[src/hdl/sfdpc_pkg.sv]
// Purpose: shared constants for the addressing/reset command interpreter
// Assumes: one clock, commands delivered as whole bytes
// Notes:   opcodes, parameter word and field layout live here
package sfdpc_pkg;
  // ----------------------------------------------------------------
  // opcodes
  // ----------------------------------------------------------------
  localparam logic [7:0] OP_ENTER4    = 8'hB7;
  localparam logic [7:0] OP_BANK_RD   = 8'h16;
  localparam logic [7:0] OP_BANK_WR   = 8'h17;
  localparam logic [7:0] OP_RST_EN    = 8'h66;
  localparam logic [7:0] OP_RST       = 8'h99;
  localparam logic [7:0] OP_WREN      = 8'h06;
  localparam logic [7:0] OP_VWREN     = 8'h50;
  localparam logic [7:0] OP_SR1_WR    = 8'h01;
  localparam logic [7:0] OP_SR1_RD    = 8'h05;
  localparam logic [7:0] OP_PARAM_RD  = 8'h5A;
  // dedicated 4-byte opcodes differ from the plain ones in bit 4
  localparam int         OP4_FLAG_BIT = 4;
  localparam logic [7:0] OP_READ3     = 8'h03;
  localparam logic [7:0] OP_PROG3     = 8'h02;
  localparam logic [7:0] OP_READ4     = 8'h13;
  localparam logic [7:0] OP_PROG4     = 8'h12;
  // ----------------------------------------------------------------
  // parameter word and its fields
  // ----------------------------------------------------------------
  localparam logic [31:0] PARAM_WORD  = 32'hA1F8_60E8;
  localparam logic [7:0]  PARAM_BASE  = 8'h3C;
  localparam int ENTER_MSB = 31;
  localparam int ENTER_LSB = 24;
  localparam int EXIT_MSB  = 23;
  localparam int EXIT_LSB  = 14;
  localparam int RST_MSB   = 13;
  localparam int RST_LSB   = 8;
  localparam int RSVD_BIT  = 7;
  localparam int SRW_MSB   = 6;
  localparam int SRW_LSB   = 0;
  // ----------------------------------------------------------------
  // bank register layout and reset values
  // ----------------------------------------------------------------
  localparam int         BANK_EXT_BIT = 7;
  localparam logic [7:0] BANK_RST     = 8'h00;
  localparam logic [7:0] SR1_NV_RST   = 8'h00;
  // lane width codes: 1, 2 or 4 data lines
  localparam logic [1:0] LANES_1      = 2'h0;
  localparam logic [1:0] LANES_2      = 2'h1;
  localparam logic [1:0] LANES_4      = 2'h2;
endpackage

[src/hdl/sfdpc_if.sv]
// Purpose: byte-level command link between host and device ends
// Assumes: both ends on clk; one byte moves per valid/ready cycle
// Notes:   cs_n frames a command; first byte of a frame is the opcode
interface sfdpc_if;
  logic       cs_n;      // frame active low
  logic       h_valid;   // host byte valid
  logic [7:0] h_byte;    // host byte
  logic [1:0] h_lanes;   // lanes the host uses
  logic       d_valid;   // device reply byte valid
  logic [7:0] d_byte;    // device reply byte
  logic       d_ready;   // device can take a byte

  modport dev
  (
    input  cs_n,
    input  h_valid,
    input  h_byte,
    input  h_lanes,
    output d_valid,
    output d_byte,
    output d_ready
  );
  modport host
  (
    output cs_n,
    output h_valid,
    output h_byte,
    output h_lanes,
    input  d_valid,
    input  d_byte,
    input  d_ready
  );
endinterface

[src/hdl/sfdpc_dev.sv]
// Purpose: device end: addressing mode, bank, soft reset, status reg 1
// Assumes: host keeps the link protocol; srst stands for power-up
// Notes:   reply bytes follow the byte that requests them by one cycle; parameter bytes by two
// Notes on behaviour
// - b7 enters 4-byte mode, no write enable
// - bank register read by 16h, written 17h
// - bank msb 0: 3-byte, bank selects segment
// - dedicated 4-byte opcodes always take 4 bytes
// - 66h then 99h performs soft reset
// - reset pair accepted on 1, 2, 4 lanes
// - power-up loads sr1 from non-volatile copy
// - non-volatile sr1 write needs 06h first
// - 50h enables and activates volatile sr1
// - parameter word reads A1_F8_60_E8 with fields
// - relative byte 3Ch returns E8h
module sfdpc_dev
(
  input  wire logic   clk,        // system clock
  input  wire logic   srst,       // sync reset, acts as power-up
  sfdpc_if.dev        lnk,        // command link
  input  wire logic [1:0] mode_lanes, // current interface width
  output logic        addr4_mode, // 4-byte addressing active
  output logic [7:0]  bank,       // bank register
  output logic [7:0]  sr1,        // active status register 1
  output logic [7:0]  sr1_nv,     // non-volatile copy
  output logic        sr1_vol,    // volatile copy active
  output logic        addr_vld,   // address captured pulse
  output logic [31:0] addr_full,  // resolved array address
  output logic        rst_pulse   // soft reset performed
);
  typedef enum {S_IDLE, S_OP, S_ADDR, S_DATA, S_DONE} sfdpc_st_t;

  sfdpc_st_t   st_reg, st_next;
  logic [7:0]  op_reg, op_next;
  logic [2:0]  cnt_reg, cnt_next;
  logic [31:0] adr_reg, adr_next;
  logic        a4_reg, a4_next;
  logic [7:0]  bank_reg, bank_next;
  logic [7:0]  nv_reg, nv_next;
  logic [7:0]  vsr_reg, vsr_next;
  logic        vact_reg, vact_next;
  logic        wel_reg, wel_next;
  logic        vwel_reg, vwel_next;
  logic        ren_reg, ren_next;
  logic        rv_reg, rv_next;
  logic [7:0]  rb_reg, rb_next;
  logic        av_reg, av_next;
  logic [31:0] af_reg, af_next;
  logic        rp_reg, rp_next;
  logic [7:0]  pidx_reg, pidx_next;
  logic        lanes_ok;
  logic        is4;
  logic [2:0]  alen;
  logic        fb;

  assign fb       = lnk.h_valid && !lnk.cs_n;
  assign lanes_ok = (lnk.h_lanes == mode_lanes);
  assign is4      = op_reg[sfdpc_pkg::OP4_FLAG_BIT];
  assign alen     = (is4 || a4_reg) ? 3'd4 : 3'd3;

  // ----------------------------------------------------------------
  // next state
  // ----------------------------------------------------------------
  always_comb
  begin
    st_next   = st_reg;
    op_next   = op_reg;
    cnt_next  = cnt_reg;
    adr_next  = adr_reg;
    a4_next   = a4_reg;
    bank_next = bank_reg;
    nv_next   = nv_reg;
    vsr_next  = vsr_reg;
    vact_next = vact_reg;
    wel_next  = wel_reg;
    vwel_next = vwel_reg;
    ren_next  = ren_reg;
    rv_next   = 1'b0;
    rb_next   = rb_reg;
    av_next   = 1'b0;
    af_next   = af_reg;
    rp_next   = 1'b0;
    pidx_next = pidx_reg;
    case (st_reg)
      S_IDLE:
      begin
        if (fb && lanes_ok)
        begin
          op_next  = lnk.h_byte;
          cnt_next = 3'd0;
          adr_next = 32'h0000_0000;
          st_next  = S_OP;
          // arming survives only into the very next command
          ren_next = (lnk.h_byte == sfdpc_pkg::OP_RST_EN);
          case (lnk.h_byte)
            sfdpc_pkg::OP_ENTER4:  a4_next = 1'b1;
            sfdpc_pkg::OP_WREN:    wel_next = 1'b1;
            sfdpc_pkg::OP_VWREN:
            begin
              vwel_next = 1'b1;
              vact_next = 1'b1;
              vsr_next  = nv_reg;
            end
            sfdpc_pkg::OP_RST:
            begin
              if (ren_reg)
              begin
                rp_next   = 1'b1;
                a4_next   = 1'b0;
                bank_next = sfdpc_pkg::BANK_RST;
                wel_next  = 1'b0;
                vwel_next = 1'b0;
                vact_next = 1'b0;
              end
            end
            sfdpc_pkg::OP_BANK_RD:
            begin
              rv_next = 1'b1;
              rb_next = bank_reg;
            end
            sfdpc_pkg::OP_SR1_RD:
            begin
              rv_next = 1'b1;
              rb_next = vact_reg ? vsr_reg : nv_reg;
            end
            default: ;
          endcase
        end
        // wrong width: later bytes must not pass for opcodes
        else if (fb)
          st_next = S_DONE;
      end
      S_OP:
      begin
        if (lnk.cs_n)
          st_next = S_IDLE;
        else if (fb)
        begin
          case (op_reg)
            sfdpc_pkg::OP_BANK_WR:
            begin
              bank_next = lnk.h_byte;
              st_next   = S_DONE;
            end
            sfdpc_pkg::OP_SR1_WR:
            begin
              if (vwel_reg)
              begin
                vsr_next  = lnk.h_byte;
                vwel_next = 1'b0;
              end
              else if (wel_reg)
              begin
                nv_next  = lnk.h_byte;
                wel_next = 1'b0;
              end
              st_next = S_DONE;
            end
            sfdpc_pkg::OP_PARAM_RD:
            begin
              pidx_next = lnk.h_byte - sfdpc_pkg::PARAM_BASE;
              st_next   = S_DATA;
            end
            sfdpc_pkg::OP_READ3, sfdpc_pkg::OP_PROG3,
            sfdpc_pkg::OP_READ4, sfdpc_pkg::OP_PROG4:
            begin
              adr_next = {24'h00_0000, lnk.h_byte};
              cnt_next = 3'd1;
              st_next  = S_ADDR;
            end
            default: st_next = S_DONE;
          endcase
        end
      end
      S_ADDR:
      begin
        if (lnk.cs_n)
          st_next = S_IDLE;
        else if (fb)
        begin
          adr_next = {adr_reg[23:0], lnk.h_byte};
          cnt_next = cnt_reg + 3'd1;
          if (cnt_reg + 3'd1 == alen)
          begin
            av_next = 1'b1;
            st_next = S_DONE;
            if (alen == 3'd4)
              af_next = {adr_reg[23:0], lnk.h_byte};
            else if (!bank_reg[sfdpc_pkg::BANK_EXT_BIT])
              af_next = {1'b0, bank_reg[6:0], adr_reg[15:0], lnk.h_byte};
            else
              af_next = {8'h00, adr_reg[15:0], lnk.h_byte};
          end
        end
      end
      S_DATA:
      begin
        if (lnk.cs_n)
          st_next = S_IDLE;
        else if (lnk.d_ready && !rv_reg)
        begin
          rv_next = 1'b1;
          case (pidx_reg[1:0])
            2'd0:    rb_next = sfdpc_pkg::PARAM_WORD[7:0];
            2'd1:    rb_next = sfdpc_pkg::PARAM_WORD[15:8];
            2'd2:    rb_next = sfdpc_pkg::PARAM_WORD[23:16];
            default: rb_next = sfdpc_pkg::PARAM_WORD[31:24];
          endcase
          pidx_next = pidx_reg + 8'h01;
        end
      end
      S_DONE:
      begin
        if (lnk.cs_n)
          st_next = S_IDLE;
      end
      default: st_next = S_IDLE;
    endcase
  end

  // ----------------------------------------------------------------
  // registers
  // ----------------------------------------------------------------
  always_ff @(posedge clk)
  begin
    if (srst)
    begin
      st_reg   <= S_IDLE;
      op_reg   <= 8'h00;
      cnt_reg  <= 3'd0;
      adr_reg  <= 32'h0000_0000;
      a4_reg   <= 1'b0;
      bank_reg <= sfdpc_pkg::BANK_RST;
      vsr_reg  <= sfdpc_pkg::SR1_NV_RST;
      vact_reg <= 1'b0;    // sr1 follows the non-volatile copy
      wel_reg  <= 1'b0;
      vwel_reg <= 1'b0;
      ren_reg  <= 1'b0;
      rv_reg   <= 1'b0;
      rb_reg   <= 8'h00;
      av_reg   <= 1'b0;
      af_reg   <= 32'h0000_0000;
      rp_reg   <= 1'b0;
      pidx_reg <= 8'h00;
    end
    else
    begin
      st_reg   <= st_next;
      op_reg   <= op_next;
      cnt_reg  <= cnt_next;
      adr_reg  <= adr_next;
      a4_reg   <= a4_next;
      bank_reg <= bank_next;
      vsr_reg  <= vsr_next;
      vact_reg <= vact_next;
      wel_reg  <= wel_next;
      vwel_reg <= vwel_next;
      ren_reg  <= ren_next;
      rv_reg   <= rv_next;
      rb_reg   <= rb_next;
      av_reg   <= av_next;
      af_reg   <= af_next;
      rp_reg   <= rp_next;
      pidx_reg <= pidx_next;
    end
  end

  // non-volatile copy survives reset, as storage would
  always_ff @(posedge clk)
  begin
    nv_reg <= nv_next;
  end

  logic [7:0] sr1_reg;
  always_ff @(posedge clk)
  begin
    // reset drops the volatile copy, so sr1 shows storage at once
    if (srst)
      sr1_reg <= nv_next;
    else
      sr1_reg <= (vact_next ? vsr_next : nv_next);
  end

  assign lnk.d_valid = rv_reg;
  assign lnk.d_byte  = rb_reg;
  assign lnk.d_ready = 1'b1;
  assign addr4_mode  = a4_reg;
  assign bank        = bank_reg;
  assign sr1         = sr1_reg;
  assign sr1_nv      = nv_reg;
  assign sr1_vol     = vact_reg;
  assign addr_vld    = av_reg;
  assign addr_full   = af_reg;
  assign rst_pulse   = rp_reg;
endmodule

[src/flat_wrapper.sv]
// flat-port wrapper written by rule: the top's interface ports become plain ports
module sfdpc_dev_flat 
  (clk, srst, mode_lanes, addr4_mode, bank, sr1, sr1_nv, sr1_vol, addr_vld, addr_full, rst_pulse, lnk_cs_n, lnk_h_valid, lnk_h_byte, lnk_h_lanes, lnk_d_valid, lnk_d_byte, lnk_d_ready);
  sfdpc_if lnk_i ();
  input  wire logic clk;
  input  wire logic srst;
  input  wire logic [1:0] mode_lanes;
  output logic addr4_mode;
  output logic [7:0] bank;
  output logic [7:0] sr1;
  output logic [7:0] sr1_nv;
  output logic sr1_vol;
  output logic addr_vld;
  output logic [31:0] addr_full;
  output logic rst_pulse;
  input wire logic [$bits(lnk_i.cs_n)-1:0] lnk_cs_n;
  input wire logic [$bits(lnk_i.h_valid)-1:0] lnk_h_valid;
  input wire logic [$bits(lnk_i.h_byte)-1:0] lnk_h_byte;
  input wire logic [$bits(lnk_i.h_lanes)-1:0] lnk_h_lanes;
  output wire logic [$bits(lnk_i.d_valid)-1:0] lnk_d_valid;
  output wire logic [$bits(lnk_i.d_byte)-1:0] lnk_d_byte;
  output wire logic [$bits(lnk_i.d_ready)-1:0] lnk_d_ready;
  assign lnk_i.cs_n = lnk_cs_n;
  assign lnk_i.h_valid = lnk_h_valid;
  assign lnk_i.h_byte = lnk_h_byte;
  assign lnk_i.h_lanes = lnk_h_lanes;
  assign lnk_d_valid = lnk_i.d_valid;
  assign lnk_d_byte = lnk_i.d_byte;
  assign lnk_d_ready = lnk_i.d_ready;
  sfdpc_dev u_core (.clk(clk), .srst(srst), .lnk(lnk_i), .mode_lanes(mode_lanes), .addr4_mode(addr4_mode), .bank(bank), .sr1(sr1), .sr1_nv(sr1_nv), .sr1_vol(sr1_vol), .addr_vld(addr_vld), .addr_full(addr_full), .rst_pulse(rst_pulse));
endmodule
[config.mk]
export PLATFORM = sky130hd
export DESIGN_NAME = sfdpc_dev_flat
export DESIGN_NICKNAME = d
export VERILOG_FILES = /design/src/hdl/sfdpc_pkg.sv /design/src/hdl/sfdpc_if.sv /design/src/hdl/sfdpc_dev.sv /design/src/flat_wrapper.sv
export SDC_FILE = /design/constraint.sdc
export NUM_CORES = 1
export LEC_CHECK = 0
export ABC_CLOCK_PERIOD_IN_PS = 2600
export BUFFER_PORTS_ARGS = -buffer_cell sky130_fd_sc_hd__clkbuf_2
export CAP_MARGIN = 20
export CORE_ASPECT_RATIO = 2
export CORE_MARGIN = 1
export CORE_UTILIZATION = 30
export DETAILED_ROUTE_END_ITERATION = 7
export GPL_TIMING_DRIVEN = 0
export SYNTH_ARGS = -nofsm -noshare
export SYNTH_HDL_FRONTEND = slang
export SYNTH_SLANG_ARGS = --single-unit
[constraint.sdc]
create_clock -name clk -period 2.6 [get_ports clk]
set_input_delay 0 -clock clk [delete_from_list [all_inputs] [get_ports clk]]
set_output_delay 0 -clock clk [all_outputs]
set_load 0.1 [all_outputs]
==> tab_implementation.tex <==
\begin{tabular}{lr}
\hline
Metric & Value \\
\hline
\multicolumn{2}{l}{\textbf{Global routing}} \\
\quad GRT busiest layer & met2 \\
\quad Grt met2 use & approximately two fifths \\
\quad First-pass GRT wire length & 28.15 mm \\
\quad Number of antenna violations at the first check in global routing & 0 \\
\quad Via count of the first global-routing pass & $\sim$5000 \\
\quad Total gr overflow & 0 \\
\quad Maximum number of pins on one net before global-route repair & 17 \\
\quad Met3 track utilization from global routing & under 10\% \\
\quad Overall routing resource usage & approximately a fifth \\
\quad Grt met1 use & 18.25\% \\
\multicolumn{2}{l}{\textbf{STA}} \\
\quad Setup skew after layout & just over 10 ps \\
\quad Slew at the pin closest to its max-slew limit & 785.6 ps \\
\quad Final hold vios & 0 \\
\quad Maximum clock frequency & slightly above 0.4 GHz \\
\quad Minimum hold slack & between 70 and 80 ps \\
\quad Final setup violation count & 0 \\
\quad Final critical-path required period & around 2500 ps \\
\quad Unrepaired setup endpoints after global routing & yes \\
\quad Minimum setup slack in the final design & 114.7 ps \\
\quad Remaining max-slew budget at the tightest pin & a little under half \\
\quad Fraction of the cycle the final worst path needs & between 90 and 100\% \\
\quad Max Transition Viols Final & 0 \\
\multicolumn{2}{l}{\textbf{Placement}} \\
\quad Half-perimeter wire length after placement & 14.02 mm \\
\quad DP Cell Count & roughly 930 \\
\quad Port bufs & 83 \\
\quad Post-Place Worst Slack & -120.7 ps \\
\quad Final RePlAce weighted congestion & $\sim$0.92 \\
\multicolumn{2}{l}{\textbf{Worst setup path}} \\
\quad Worst setup SP type & register \\
\quad Worst setup path class & register to register \\
\quad Critical path capture point type & register \\
\quad Arrival time at the worst endpoint & $\sim$2800 ps \\
\quad Worst reg2reg path startpoint & u\_core.op\_reg[4]\$\_SDFFE\_PP0P\_ \\
\quad Critical-path maximum fanout & 10 \\
\quad Critical path origin & u\_core.op\_reg[4]\$\_SDFFE\_PP0P\_ \\
\quad Required time of the critical path & 2890 ps \\
\multicolumn{2}{l}{\textbf{Cells and area}} \\
\quad Share of final-layout standard cells stronger than drive strength 1 & around 22\% \\
\quad Number of cells in the finished layout apart from fillers & between 900 and 1000 \\
\quad Antenna cells & 0 \\
\quad Net count, final & 764 \\
\quad Number of flip-flops in the largest register & 32 \\
\quad Post-synthesis to final-layout area growth & 23.52\% \\
\multicolumn{2}{l}{\textbf{Synth}} \\
\quad Post-synth top area cell & sky130\_fd\_sc\_hd\_\_dfxtp\_1 \\
\quad Yosys warnings & 0 \\
\quad Post-synth top area share & a little over two fifths \\
\quad Average cell area after synthesis & roughly 8.8 sq um \\
\quad Count of mapped cells out of synthesis & 634 \\
\quad Number of flops mapped to enable cells by yosys & 0 \\
\quad Cell types occupying the most area after synthesis & sky130\_fd\_sc\_hd\_\_dfxtp\_1, sky130\_fd\_sc\_hd\_\_mux2i\_1, sky130\_fd\_sc\_hd\_\_a21oi\_1 \\
\quad FFs w/ async S/R, synth & 0\% \\
\quad Count of unique library cells instantiated by Yosys & 57 \\
\quad Synthesized Nets & between 600 and 700 \\
\quad Most common flop cell mapped by yosys & sky130\_fd\_sc\_hd\_\_dfxtp\_1 \\
\quad Post-synthesis sequential element count & 120 \\
\quad Area of the mapped netlist & 5554 sq um \\
\quad Sequential area share after synthesis & approximately 43\% \\
\multicolumn{2}{l}{\textbf{Clock tree}} \\
\quad Clock-pin slew on the worst setup and hold paths & about 60 ps \\
\quad Root Buffer & sky130\_fd\_sc\_hd\_\_clkbuf\_16 \\
\quad Number of sinks driven by the clock tree & 120 \\
\quad Number of H-tree levels & 4 \\
\quad Maximum clock insertion buffer count & 2 \\
\quad TritonCTS buffer count & 17 \\
\quad Clock latency of the later-clocked register in the worst-skew pair & between 400 and 500 ps \\
\quad Clock tree from TritonCTS & built \\
\multicolumn{2}{l}{\textbf{Worst hold path}} \\
\quad HP Class & input port to register \\
\quad Hold\_sp & lnk\_h\_byte[1] \\
\multicolumn{2}{l}{\textbf{Drt}} \\
\quad Routed vias & between 5000 and 6000 \\
\quad Residual antenna-violating net count after detailed routing & 0 \\
\quad Drc violations & 3 \\
\quad Detailed-route wire length per cell & 19.04 um \\
\quad Final routed wirelength across all metal layers & around 18 mm \\
\quad First-pass DRT Iterations & 8 \\
\quad DRT iter0 DRCs & 222 \\
\quad Number of vias per cell after detailed routing & roughly 5.3 \\
\multicolumn{2}{l}{\textbf{Outcome}} \\
\quad Status & complete, but fails checks \\
\quad Violations in the final reports & DRC \\
\multicolumn{2}{l}{\textbf{Floorplanning}} \\
\quad Top-level port count & 86 \\
\quad Die W & roughly 98 um \\
\quad Starting Density & a little under a third \\
\quad Overall die area & roughly 19000 sq um \\
\quad Die Ht & 194.4 um \\
\quad Count of standard-cell rows & 70 \\
\quad Area of the core & $\sim$18000 sq um \\
\multicolumn{2}{l}{\textbf{Pwr}} \\
\quad Worst voltage drop across the vdd grid & around 0.35 mV \\
\quad Pleak & roughly 0.0026 uW \\
\quad Power density of the placed cells & between 600 and 700 nW/um\^{}2 \\
\multicolumn{2}{l}{\textbf{Job}} \\
\quad Max-capacitance violation count & 0 \\
\hline
\end{tabular}
## worst max-delay path: stages (launching register included)
cell and delay (ps):
sky130_fd_sc_hd__dfxtp_1 340, sky130_fd_sc_hd__or2_2 300, sky130_fd_sc_hd__clkbuf_1 210, sky130_fd_sc_hd__or4_1 540
sky130_fd_sc_hd__a211oi_4 260, sky130_fd_sc_hd__buf_4 200, sky130_fd_sc_hd__buf_4 220, sky130_fd_sc_hd__mux2i_1 220
sky130_fd_sc_hd__nor2_1 60
## final timing paths
path | end | cells after the start | slack, ps
worst max-delay path | u_core.addr_full[16]$_SDFFE_PP0P_ | 8 | 110
worst min-delay path | u_core.op_reg[1]$_SDFFE_PP0P_ | 4 | 70
worst max register to register | u_core.addr_full[16]$_SDFFE_PP0P_ | 8 | 110
worst min register to register | u_core.adr_reg[16]$_SDFFE_PP0P_ | 2 | 450
## layout by cell type (no fill, tap or decap), types with 14 or more instances in the layout
cell / n
sky130_fd_sc_hd__clkbuf_1: 36
sky130_fd_sc_hd__a21oi_1: 71
sky130_fd_sc_hd__a31oi_1: 17
sky130_fd_sc_hd__nor2_1: 56
sky130_fd_sc_hd__clkbuf_16: 17
sky130_fd_sc_hd__mux2i_1: 43
sky130_fd_sc_hd__nand2_1: 59
sky130_fd_sc_hd__a211oi_1: 15
sky130_fd_sc_hd__clkbuf_2: 86
sky130_fd_sc_hd__mux2_2: 19
sky130_fd_sc_hd__nand3_1: 51
sky130_fd_sc_hd__nand4_1: 14
sky130_fd_sc_hd__dfxtp_1: 119
## kinds of logic after synthesis
kind of cell | count (synthesis) | share of synthesized area, %
AOI/OAI and AO/OA | 135 | 15.18
DFF | 120 | 43.25
buffers and inverters | 61 | 4.776
muxes | 62 | 11.60
xor gates and xnor gates | 4 | 0.6309
adders and majority gates | 6 | 1.352
and+or+nand+nor | 245 | 23.14
other | 1 | 0.06752
## stage by stage
| stage | utilization [%] | total power, uW | setup TNS (ps) | area (sq um) |
|---|---|---|---|---|
| 6_report | 37.66 | 4472 | 0 | 6860 |
| 5_1_grt | 37.66 | 4608 | -14.56 | 6860 |
| 4_1_cts | 37.51 | 4497 | 0 | 6833 |
| 3_5_place_dp | 34.26 | 2352 | -1949 | 6241 |
| 3_3_place_gp | 34.26 | 2350 | -1390 | 6241 |
| 2_1_floorplan | - | 2221 | 0 | 5555 |
## cell type report
cell class	count	area, sq um
repair buffers	89	465.4
inverters	5	18.77
plain buffers	56	250.2
multi-input cells	453	2914
clock inverters	14	98.84
well taps	216	270.3
clock buffers	18	439.2
fillers	1918	11360
flip-flops and latches	120	2404
## synthesized netlist by cell type (2+ instances only)
cell and count:
sky130_fd_sc_hd__a211o_1 2, sky130_fd_sc_hd__a211oi_1 15, sky130_fd_sc_hd__a21oi_1 71, sky130_fd_sc_hd__a31oi_1 17, sky130_fd_sc_hd__a32o_1 2, sky130_fd_sc_hd__and2_1 11
sky130_fd_sc_hd__buf_1 3, sky130_fd_sc_hd__buf_2 8, sky130_fd_sc_hd__buf_4 5, sky130_fd_sc_hd__clkbuf_1 39, sky130_fd_sc_hd__dfxtp_1 120, sky130_fd_sc_hd__ha_1 6
sky130_fd_sc_hd__inv_1 5, sky130_fd_sc_hd__mux2_2 19, sky130_fd_sc_hd__mux2i_1 43, sky130_fd_sc_hd__nand2_1 59, sky130_fd_sc_hd__nand2b_1 3, sky130_fd_sc_hd__nand3_1 51
sky130_fd_sc_hd__nand3b_1 2, sky130_fd_sc_hd__nand4_1 14, sky130_fd_sc_hd__nand4b_1 3, sky130_fd_sc_hd__nor2_1 56, sky130_fd_sc_hd__nor2b_1 4, sky130_fd_sc_hd__nor3_1 5
sky130_fd_sc_hd__nor3b_1 8, sky130_fd_sc_hd__nor4_1 3, sky130_fd_sc_hd__nor4_4 2, sky130_fd_sc_hd__nor4b_1 3, sky130_fd_sc_hd__nor4bb_1 6, sky130_fd_sc_hd__o211ai_1 8
sky130_fd_sc_hd__o21ai_0 8, sky130_fd_sc_hd__or2_2 2, sky130_fd_sc_hd__or3_1 3, sky130_fd_sc_hd__or4_1 2, sky130_fd_sc_hd__or4b_1 2, sky130_fd_sc_hd__xnor2_1 3
## what timing repair did
action,CTS,global route
hold buffers,2,0
endpoints found under the setup margin,53,61
buffers inserted,2,2
hold endpoints to repair,8,0
pin swaps,2,1
gates resized for setup,2,7
## metal layers
metal / wire (um) / vias up / share of wire, %
met5: 0 / - / 0
met4: 954 / 0 / 5.2
met3: 687 / 47 / 3.7
met2: 10310 / 153 / 56
met1: 6536 / 2391 / 35
li1: - / 2511 / -
## power breakdown
part	internal [uW]	leakage, uW	switching (uW)	total (uW)
Clock	1240	0.000259	907	2150
Sequential	1860	0.000967	16.5	1880
Combinational	107	0.00136	341	448
(Power assumes the default switching activity.)
